$ cat src/hw/stats_pkg.sv
// constants, types and decode helpers for the image statistics control block
// What this block does
// - subsystem reset returns every statistics register to its reset value
// - focus and exposure engines each have their own enable bit
// - focus enable starts focus engine, exposure enable starts exposure engine
// - enable engines before the sensor interface; engines wait for next frame
// - clearing an enable mid-frame takes effect only at end of that frame
// - three done pulses: focus, exposure, and whichever enabled engine finishes last
// - start of frame sets each busy flag whose engine enable is set
// - each busy flag clears to 0 when its engine finishes the frame
// - shadow registers take writes anytime; copied to working set at frame start
// - reading a shadow register returns the latest written value
// - shadowed set is focus region, filter start and exposure window registers
// - while busy, writes to non-shadow registers other than control complete but change nothing
// - base, coefficient and line start registers are busy-locked and writable again once idle
// - vertical focus enable 0 gives horizontal only, 1 adds vertical values
package stats_pkg;

   // ==========================================================
   // widths
   localparam int ADDR_W     = 8;
   localparam int DATA_W     = 32;
   localparam int NUM_SHADOW = 9;
   localparam int IDX_W      = 4;

   typedef logic [ADDR_W-1:0]                  addr_t;
   typedef logic [DATA_W-1:0]                  word_t;
   typedef logic [IDX_W-1:0]                   idx_t;
   typedef logic [NUM_SHADOW-1:0][DATA_W-1:0]  shadow_arr_t;

   // ==========================================================
   // register offsets (byte addresses)
   localparam addr_t OFS_CTRL         = 8'h00;
   localparam addr_t OFS_SHADOW_FIRST = 8'h04;
   localparam addr_t OFS_SHADOW_LAST  = 8'h24;
   localparam addr_t OFS_FOCUS_BASE   = 8'h28;
   localparam addr_t OFS_EXPO_BASE    = 8'h2C;
   localparam addr_t OFS_FOCUS_COEF   = 8'h30;
   localparam addr_t OFS_LINE_START   = 8'h34;

   // shadow order: focus size a/b, focus start, filter hstart,
   // exposure size, start, black row, subsample, output config
   localparam int WORD_SHIFT = 2;

   // ==========================================================
   // control register fields
   localparam int CTRL_FOCUS_EN_BIT   = 0;
   localparam int CTRL_EXPO_EN_BIT    = 1;
   localparam int CTRL_VF_EN_BIT      = 2;
   localparam int CTRL_FOCUS_BUSY_BIT = 8;
   localparam int CTRL_EXPO_BUSY_BIT  = 9;

   // base addresses ignore the bits below a 64-byte boundary
   localparam int    BASE_ALIGN_BITS = 6;
   localparam word_t BASE_MASK       = 32'hFFFFFFC0;

   // ==========================================================
   // reset values
   localparam word_t WORD_RST   = 32'h00000000;
   localparam logic  BIT_RST    = 1'b0;

   // ==========================================================
   // decode helpers
   function automatic logic is_shadow(input addr_t a);
      return (a >= OFS_SHADOW_FIRST) && (a <= OFS_SHADOW_LAST) && (a[1:0] == 2'h0);
   endfunction

   function automatic idx_t shadow_idx(input addr_t a);
      addr_t d;
      d = a - OFS_SHADOW_FIRST;
      return d[IDX_W+WORD_SHIFT-1:WORD_SHIFT];
   endfunction

endpackage

$ cat src/hw/stats_shadow_if.sv
// link between the control shell and the shadow register bank
`timescale 1ns/100ps
interface stats_shadow_if;
   import stats_pkg::*;
   logic        wr;
   idx_t        idx;
   word_t       wdata;
   logic        sof;
   shadow_arr_t pend;
   shadow_arr_t work;

   modport ctrl (output wr, output idx, output wdata, output sof,
                 input pend, input work);
   modport bank (input wr, input idx, input wdata, input sof,
                 output pend, output work);
endinterface
$ cat src/hw/image_statistics_block.sv
// control shell of the image statistics block: registers, busy flags, done pulses
`timescale 1ns/100ps
module image_statistics_block (
   input  wire logic                CLK_SYS,
   input  wire logic                RST_N,
   input  wire stats_pkg::addr_t    REG_ADDR,
   input  wire stats_pkg::word_t    REG_WDATA,
   input  wire logic                REG_WR,
   input  wire logic                REG_RD,
   output logic [31:0]              REG_RDATA,
   input  wire logic                FRAME_START,
   input  wire logic                FOCUS_DONE,
   input  wire logic                EXPOSURE_DONE,
   output logic                     FOCUS_RUN,
   output logic                     EXPOSURE_RUN,
   output logic                     FOCUS_VERTICAL,
   output logic [31:0]              FOCUS_BASE,
   output logic [31:0]              EXPOSURE_BASE,
   output logic [31:0]              FOCUS_COEF,
   output logic [31:0]              LINE_START,
   output stats_pkg::shadow_arr_t   SHADOW_WORK,
   output logic                     FOCUS_DONE_IRQ,
   output logic                     EXPOSURE_DONE_IRQ,
   output logic                     FRAME_DONE_IRQ
);
   import stats_pkg::*;

   // ==========================================================
   // state
   typedef struct packed {
      logic  focus_en;
      logic  expo_en;
      logic  vf_en;
      logic  focus_busy;
      logic  expo_busy;
      logic  vf_work;
      word_t focus_base;
      word_t expo_base;
      word_t focus_coef;
      word_t line_start;
      word_t rdata;
      logic  focus_irq;
      logic  expo_irq;
      logic  frame_irq;
   } ctrl_state_s;

   ctrl_state_s s_reg;
   ctrl_state_s s_next;

   logic any_busy;
   logic focus_fin;
   logic expo_fin;
   logic shadow_hit;

   stats_shadow_if sh ();

   // ==========================================================
   // shadow bank
   assign shadow_hit = is_shadow(REG_ADDR);
   assign sh.wr      = REG_WR && shadow_hit;
   assign sh.idx     = shadow_idx(REG_ADDR);
   assign sh.wdata   = REG_WDATA;
   assign sh.sof     = FRAME_START;

   stats_shadow_bank u_bank (
      .CLK_SYS (CLK_SYS),
      .RST_N   (RST_N),
      .sh      (sh.bank)
   );

   // ==========================================================
   // engine status
   assign any_busy  = s_reg.focus_busy || s_reg.expo_busy;
   assign focus_fin = s_reg.focus_busy && FOCUS_DONE;
   assign expo_fin  = s_reg.expo_busy && EXPOSURE_DONE;

   // ==========================================================
   // next state
   always_comb begin
      s_next           = s_reg;
      s_next.focus_irq = 1'b0;
      s_next.expo_irq  = 1'b0;
      s_next.frame_irq = 1'b0;
      s_next.rdata     = WORD_RST;

      // enable bits stay writable while busy so a running engine can be
      // told to stop; the stop only bites at the next frame start
      if (REG_WR && (REG_ADDR == OFS_CTRL)) begin
         s_next.focus_en = REG_WDATA[CTRL_FOCUS_EN_BIT];
         s_next.expo_en  = REG_WDATA[CTRL_EXPO_EN_BIT];
         s_next.vf_en    = REG_WDATA[CTRL_VF_EN_BIT];
      end

      // busy-lock: accepted on the bus, dropped in hardware
      if (REG_WR && !any_busy) begin
         unique case (REG_ADDR)
            OFS_FOCUS_BASE: begin
               s_next.focus_base = REG_WDATA & BASE_MASK;
            end
            OFS_EXPO_BASE: begin
               s_next.expo_base = REG_WDATA & BASE_MASK;
            end
            OFS_FOCUS_COEF: begin
               s_next.focus_coef = REG_WDATA;
            end
            OFS_LINE_START: begin
               s_next.line_start = REG_WDATA;
            end
            default: begin
            end
         endcase
      end

      // engine completion
      if (focus_fin) begin
         s_next.focus_busy = 1'b0;
         s_next.focus_irq  = 1'b1;
      end
      if (expo_fin) begin
         s_next.expo_busy = 1'b0;
         s_next.expo_irq  = 1'b1;
      end
      // the last engine of the frame to finish raises the frame pulse
      if ((focus_fin || expo_fin)
          && (!s_reg.focus_busy || focus_fin)
          && (!s_reg.expo_busy || expo_fin)) begin
         s_next.frame_irq = 1'b1;
      end

      // frame start samples the enables; set wins over a same-cycle finish.
      // an engine enabled mid-frame therefore idles until the next frame
      if (FRAME_START) begin
         if (s_reg.focus_en) begin
            s_next.focus_busy = 1'b1;
            s_next.vf_work    = s_reg.vf_en;
         end
         if (s_reg.expo_en) begin
            s_next.expo_busy = 1'b1;
         end
      end

      // read data, valid the cycle after the strobe only
      if (REG_RD) begin
         if (shadow_hit) begin
            s_next.rdata = sh.pend[sh.idx];
         end else begin
            unique case (REG_ADDR)
               OFS_CTRL: begin
                  s_next.rdata[CTRL_FOCUS_EN_BIT]   = s_reg.focus_en;
                  s_next.rdata[CTRL_EXPO_EN_BIT]    = s_reg.expo_en;
                  s_next.rdata[CTRL_VF_EN_BIT]      = s_reg.vf_en;
                  s_next.rdata[CTRL_FOCUS_BUSY_BIT] = s_reg.focus_busy;
                  s_next.rdata[CTRL_EXPO_BUSY_BIT]  = s_reg.expo_busy;
               end
               OFS_FOCUS_BASE: begin
                  s_next.rdata = s_reg.focus_base;
               end
               OFS_EXPO_BASE: begin
                  s_next.rdata = s_reg.expo_base;
               end
               OFS_FOCUS_COEF: begin
                  s_next.rdata = s_reg.focus_coef;
               end
               OFS_LINE_START: begin
                  s_next.rdata = s_reg.line_start;
               end
               default: begin
                  s_next.rdata = WORD_RST;
               end
            endcase
         end
      end
   end

   // ==========================================================
   // registers
   always_ff @(posedge CLK_SYS or negedge RST_N) begin
      if (!RST_N) begin
         s_reg <= '0;
      end else begin
         s_reg <= s_next;
      end
   end

   // ==========================================================
   // outputs
   assign REG_RDATA         = s_reg.rdata;
   assign FOCUS_RUN         = s_reg.focus_busy;
   assign EXPOSURE_RUN      = s_reg.expo_busy;
   assign FOCUS_VERTICAL    = s_reg.vf_work;
   assign FOCUS_BASE        = s_reg.focus_base;
   assign EXPOSURE_BASE     = s_reg.expo_base;
   assign FOCUS_COEF        = s_reg.focus_coef;
   assign LINE_START        = s_reg.line_start;
   assign SHADOW_WORK       = sh.work;
   assign FOCUS_DONE_IRQ    = s_reg.focus_irq;
   assign EXPOSURE_DONE_IRQ = s_reg.expo_irq;
   assign FRAME_DONE_IRQ    = s_reg.frame_irq;
endmodule

$ cat src/hw/stats_shadow_bank.sv
// pending and working copies of the shadowed configuration registers
`timescale 1ns/100ps
module stats_shadow_bank (
   input  wire logic       CLK_SYS,
   input  wire logic       RST_N,
   stats_shadow_if.bank    sh
);
   import stats_pkg::*;

   typedef struct packed {
      shadow_arr_t pend;
      shadow_arr_t work;
   } bank_state_s;

   bank_state_s st_reg;
   bank_state_s st_next;

   // ==========================================================
   // next state
   always_comb begin
      st_next = st_reg;
      for (int i = 0; i < NUM_SHADOW; i++) begin
         if (sh.wr && (sh.idx == idx_t'(i))) begin
            st_next.pend[i] = sh.wdata;
         end
      end
      // a write in the frame-start cycle still lands in this frame
      if (sh.sof) begin
         st_next.work = st_next.pend;
      end
   end

   always_ff @(posedge CLK_SYS or negedge RST_N) begin
      if (!RST_N) begin
         st_reg <= '0;
      end else begin
         st_reg <= st_next;
      end
   end

   assign sh.pend = st_reg.pend;
   assign sh.work = st_reg.work;
endmodule

$ cat config.mk
export PLATFORM = sky130hd
export DESIGN_NAME = image_statistics_block
export DESIGN_NICKNAME = d
export VERILOG_FILES = /design/src/hw/stats_pkg.sv /design/src/hw/stats_shadow_if.sv /design/src/hw/image_statistics_block.sv /design/src/hw/stats_shadow_bank.sv
export SDC_FILE = /design/constraint.sdc
export NUM_CORES = 1
export LEC_CHECK = 0
export ABC_AREA = 1
export BUFFER_PORTS_ARGS = -buffer_cell sky130_fd_sc_hd__buf_2
export CORE_ASPECT_RATIO = 0.5
export CORE_MARGIN = 3
export CORE_UTILIZATION = 48
export DETAILED_ROUTE_END_ITERATION = 8
export PLACE_DENSITY = 0.71
export REMOVE_ABC_BUFFERS = 1
export SLEW_MARGIN = 20
export SYNTH_ARGS = -nofsm -noshare
export SYNTH_HDL_FRONTEND = slang
export SYNTH_SLANG_ARGS = --single-unit
$ cat constraint.sdc
create_clock -name CLK_SYS -period 2.65 [get_ports CLK_SYS]
set_input_delay 0.265 -clock CLK_SYS [delete_from_list [all_inputs] [get_ports CLK_SYS]]
set_output_delay 0.265 -clock CLK_SYS [all_outputs]
set_load 0.02 [all_outputs]
==> summary.md <==
| Metric | Value |
|---|---|
| Lkg Pwr | `about 0.021 uW` |
| Post-synth ARST share | `100.0%` |
| Die area | `about 76000 um^2` |
| Synth warnings | `0` |
| Most frequent cells after synthesis | `1430 x nand2_1, 733 x dfrtp_1, 687 x nand3_1` |
| Synth Area in Compound Gates | `4.739%` |
| Syn-to-layout area delta | `15.31%` |
| TritonCTS clock tree | `done` |
| Worst-path cell chain | `buf_2 > inv_1 > ha_4 > nand2_1 > inv_2 > nor2_1 > nand3_2 > inv_2 > buf_12 > nand3_1 > a21oi_1 > nor2_1` |
| Die height | `just under 200 um` |
| Drt first pass iters | `8` |
| Register-to-register setup slack | `930 ps` |
| Clk slew on worst S/H paths | `about 60 ps` |
| Final WL | `~120 mm` |
| Worst vdd ir | `about 0.00045 V` |
| Top cell family by delay on the critical path | `buffers and inverters` |
| Slowest cell on crit path | `inv_2` |
| Outcome | `finished clean` |
| CTS max path bufs | `3` |
| Nets | `about 4700` |
| Reg2reg start | `EXPOSURE_RUN` |
| Worst slew pin tran | `about 870 ps` |
| WP data required | `3140 ps` |
| CP Max Fanout | `20` |
| Hold WS | `88.13 ps` |
| Largest area contributor in the netlist | `dfrtp_1` |
| Dpl hpwl | `78.99 mm` |
| Post-Syn Area | `34880 um^2` |
| Slew Viols, Final | `0` |
| Hold path startpoint | `FRAME_START` |
| Worst setup SP type | `input port` |
| Total CTS buffers | `68` |
| Leading cell type by number of instances after synthesis | `nand2_1` |
| Fin worst setup slack | `~860 ps` |
| PortBufs | `about 490` |
| Initial cell density of the core | `between 40% and 50%` |
| Xor/xnor share of the synthesized area | `0%` |
| Share of cells above drive strength 1 | `16.41%` |
| Final Hold Fails | `0` |
| GRT overflow | `0` |
| Clk root buf | `clkbuf_16` |
| Number of max-cap violations | `0` |
| GP Congestion | `around 0.9` |
| Critical path origin | `REG_ADDR[3]` |
| Top-area cell type share of the netlist area | `between 50% and 60%` |
| Setup-failing EPs final | `0` |
| Seq cells post-synth | `about 730` |
| Top Ports | `501` |
| Post-DRT Antenna Nets | `0` |
| Met3 usage | `under 10%` |
| Vias | `31120` |
| WP buf/inv | `5` |
| Die Wd | `slightly below 400 um` |
| RSZ-0062 raised after global routing | `false` |
| HP Class | `input port to register` |
| Mux cell area share after synthesis | `0.03229%` |
| Drt drc | `0` |
| DR WL/cell | `about 21 um` |
| Max stage delay on crit path | `between 300 and 400 ps` |
| Vias per Instance | `between 5 and 6` |
| Post-synthesis sequential area ratio | `52.59%` |
| Synth Area per Inst | `roughly 8 um^2` |
| CP Capture Type | `register` |
| H-Tree Depth | `3` |
| Post-Place Worst Slack | `between 200 and 300 ps` |
| Latest clock arrival within the worst-skew pair | `roughly 630 ps` |
| Slew Limit Headroom | `a little over two fifths` |
| Largest family of logic cells by synthesized area | `simple AND/OR/NAND/NOR gates` |
| Clock Sink Count | `around 730` |
| First-pass GRT wire length | `183.6 mm` |
| Library cells used by synthesis | `27` |
| Kind of critical path | `input port to register` |
| Clock skew | `roughly 20 ps` |
| Largest net degree at the start of global routing | `119` |
| Top cells by area, synth | `dfrtp_1 53%, nand2_1 15%, nand3_1 9.9%, and2_1 5.2%, inv_1 3.9%` |
| Met1 GRT Util | `between 40% and 50%` |
| Core Box Area | `roughly 71000 um^2` |
| # rows | `between 60 and 70` |
| Fillers | `approximately 6500` |
| Ys flop type | `dfrtp_1` |
| Post-Synthesis Cells | `~4400` |
| Top Usage Layer GRT | `met2` |
| Critical Path AT | `about 2300 ps` |
| Max frequency | `between 500 and 600 MHz` |
| Initial antenna violation count | `3` |
| Cts repair resizes | `0` |
| Post-route minimum period | `around 1800 ps` |
| Post-Synth Simple-Gate Area | `between 30% and 40%` |
| Vias in the first global route | `30590` |
| Gr usage total | `31.31%` |
| EDFF count, synth | `0` |
| Power per Cell Area | `640.3 nW/um^2` |
| Initial DRC Count | `around 3500` |
| Adder-Cell Fraction of Synth Area | `less than 1%` |
| Met2 usage | `between 50% and 60%` |
| Final worst-path cycle share | `between 60% and 70%` |
## metrics by stage
step           std cells  instance area [um^2]  total power [uW]  util (%)  setup TNS (ps)
2_1_floorplan       3940                 32560             13940         -        -2775670
3_3_place_gp        5515                 37900             15560     53.02               0
3_5_place_dp        5515                 37900             15610     53.02               0
4_1_cts             5638                 40210             25790     56.25               0
5_1_grt             5640                 40220             26610     56.26               0
6_report            5640                 40220             25750     56.26               0
## path summary, 6_finish.rpt
kind	end	cells past startpoint
setup / recovery	REG_RDATA[0]	12
hold / removal	u_bank.sh.work[186]	3
setup reg to reg	FOCUS_COEF[12]	5
hold reg to reg	u_bank.sh.work[145]	2
max in group asynchronous	FOCUS_BASE[6]	3
min in group asynchronous	REG_RDATA[22]	2
## area by class of cell
cell class	instances	area (um^2)	share of cell area, %
antenna	2	5.005	0.01244
clock buffer	97	2003	4.981
clock inverter	23	276.5	0.6876
inverter	367	1391	3.460
multi-input combinational	2840	12970	32.26
sequential	733	18340	45.61
tap	958	1199	2.980
timing repair buffer	620	4026	10.01
## placed cells by master, fill, tap and decap left out, drive strengths merged
master,netlist,layout
a21oi,106,106
and2,288,288
buf,268,617
bufinv,0,5
clkbuf,171,97
clkinv,1,12
clkinvlp,0,4
conb,1,12
dfrtp,733,733
diode,0,2
dlygate4sd3,0,3
ha,4,4
inv,366,369
mux2,1,1
nand2,1431,1431
nand3,690,690
nand4,27,27
nor2,54,54
nor3,3,3
o21ai,223,223
o22ai,1,1
## power breakdown
part	total (uW)	switching (uW)	leakage (uW)	internal (uW)
Combinational	3370	2410	0.0116	964
Sequential	12100	351	0.00784	11700
Clock	10300	4520	0.00112	5780
Total	25800	7280	0.0205	18500
## cells by family after synthesis
kind of cell	count (synthesis)
AO/OA/AOI/OAI	330
other	1
adder cells (fa/ha/maj)	4
buffers and inverters	806
AND/OR/NAND/NOR	2493
flip-flops	733
multiplexers	1
## per-layer routing
metal	part of all wire (%)	vias up	routed length [um]
met1	39	15050	46810
met5	0.011	-	13
met2	47	1627	56450
li1	-	14070	-
met3	7.9	378	9566
met4	6.8	2	8175
## what timing repair did
action	4_1_cts	5_1_grt
hold endpoints to repair	90	0
hold buffers	3	0
buffers inserted	0	0
## worst reg2reg max path, delay by kind of cell, from the launching register on
family / cells / cell delay, ps
compound gates: 1 / 210
buf+inv: 2 / 680
simple gates: 2 / 180
flops: 1 / 490
Note: power is estimated with default switching activity, not from simulation.
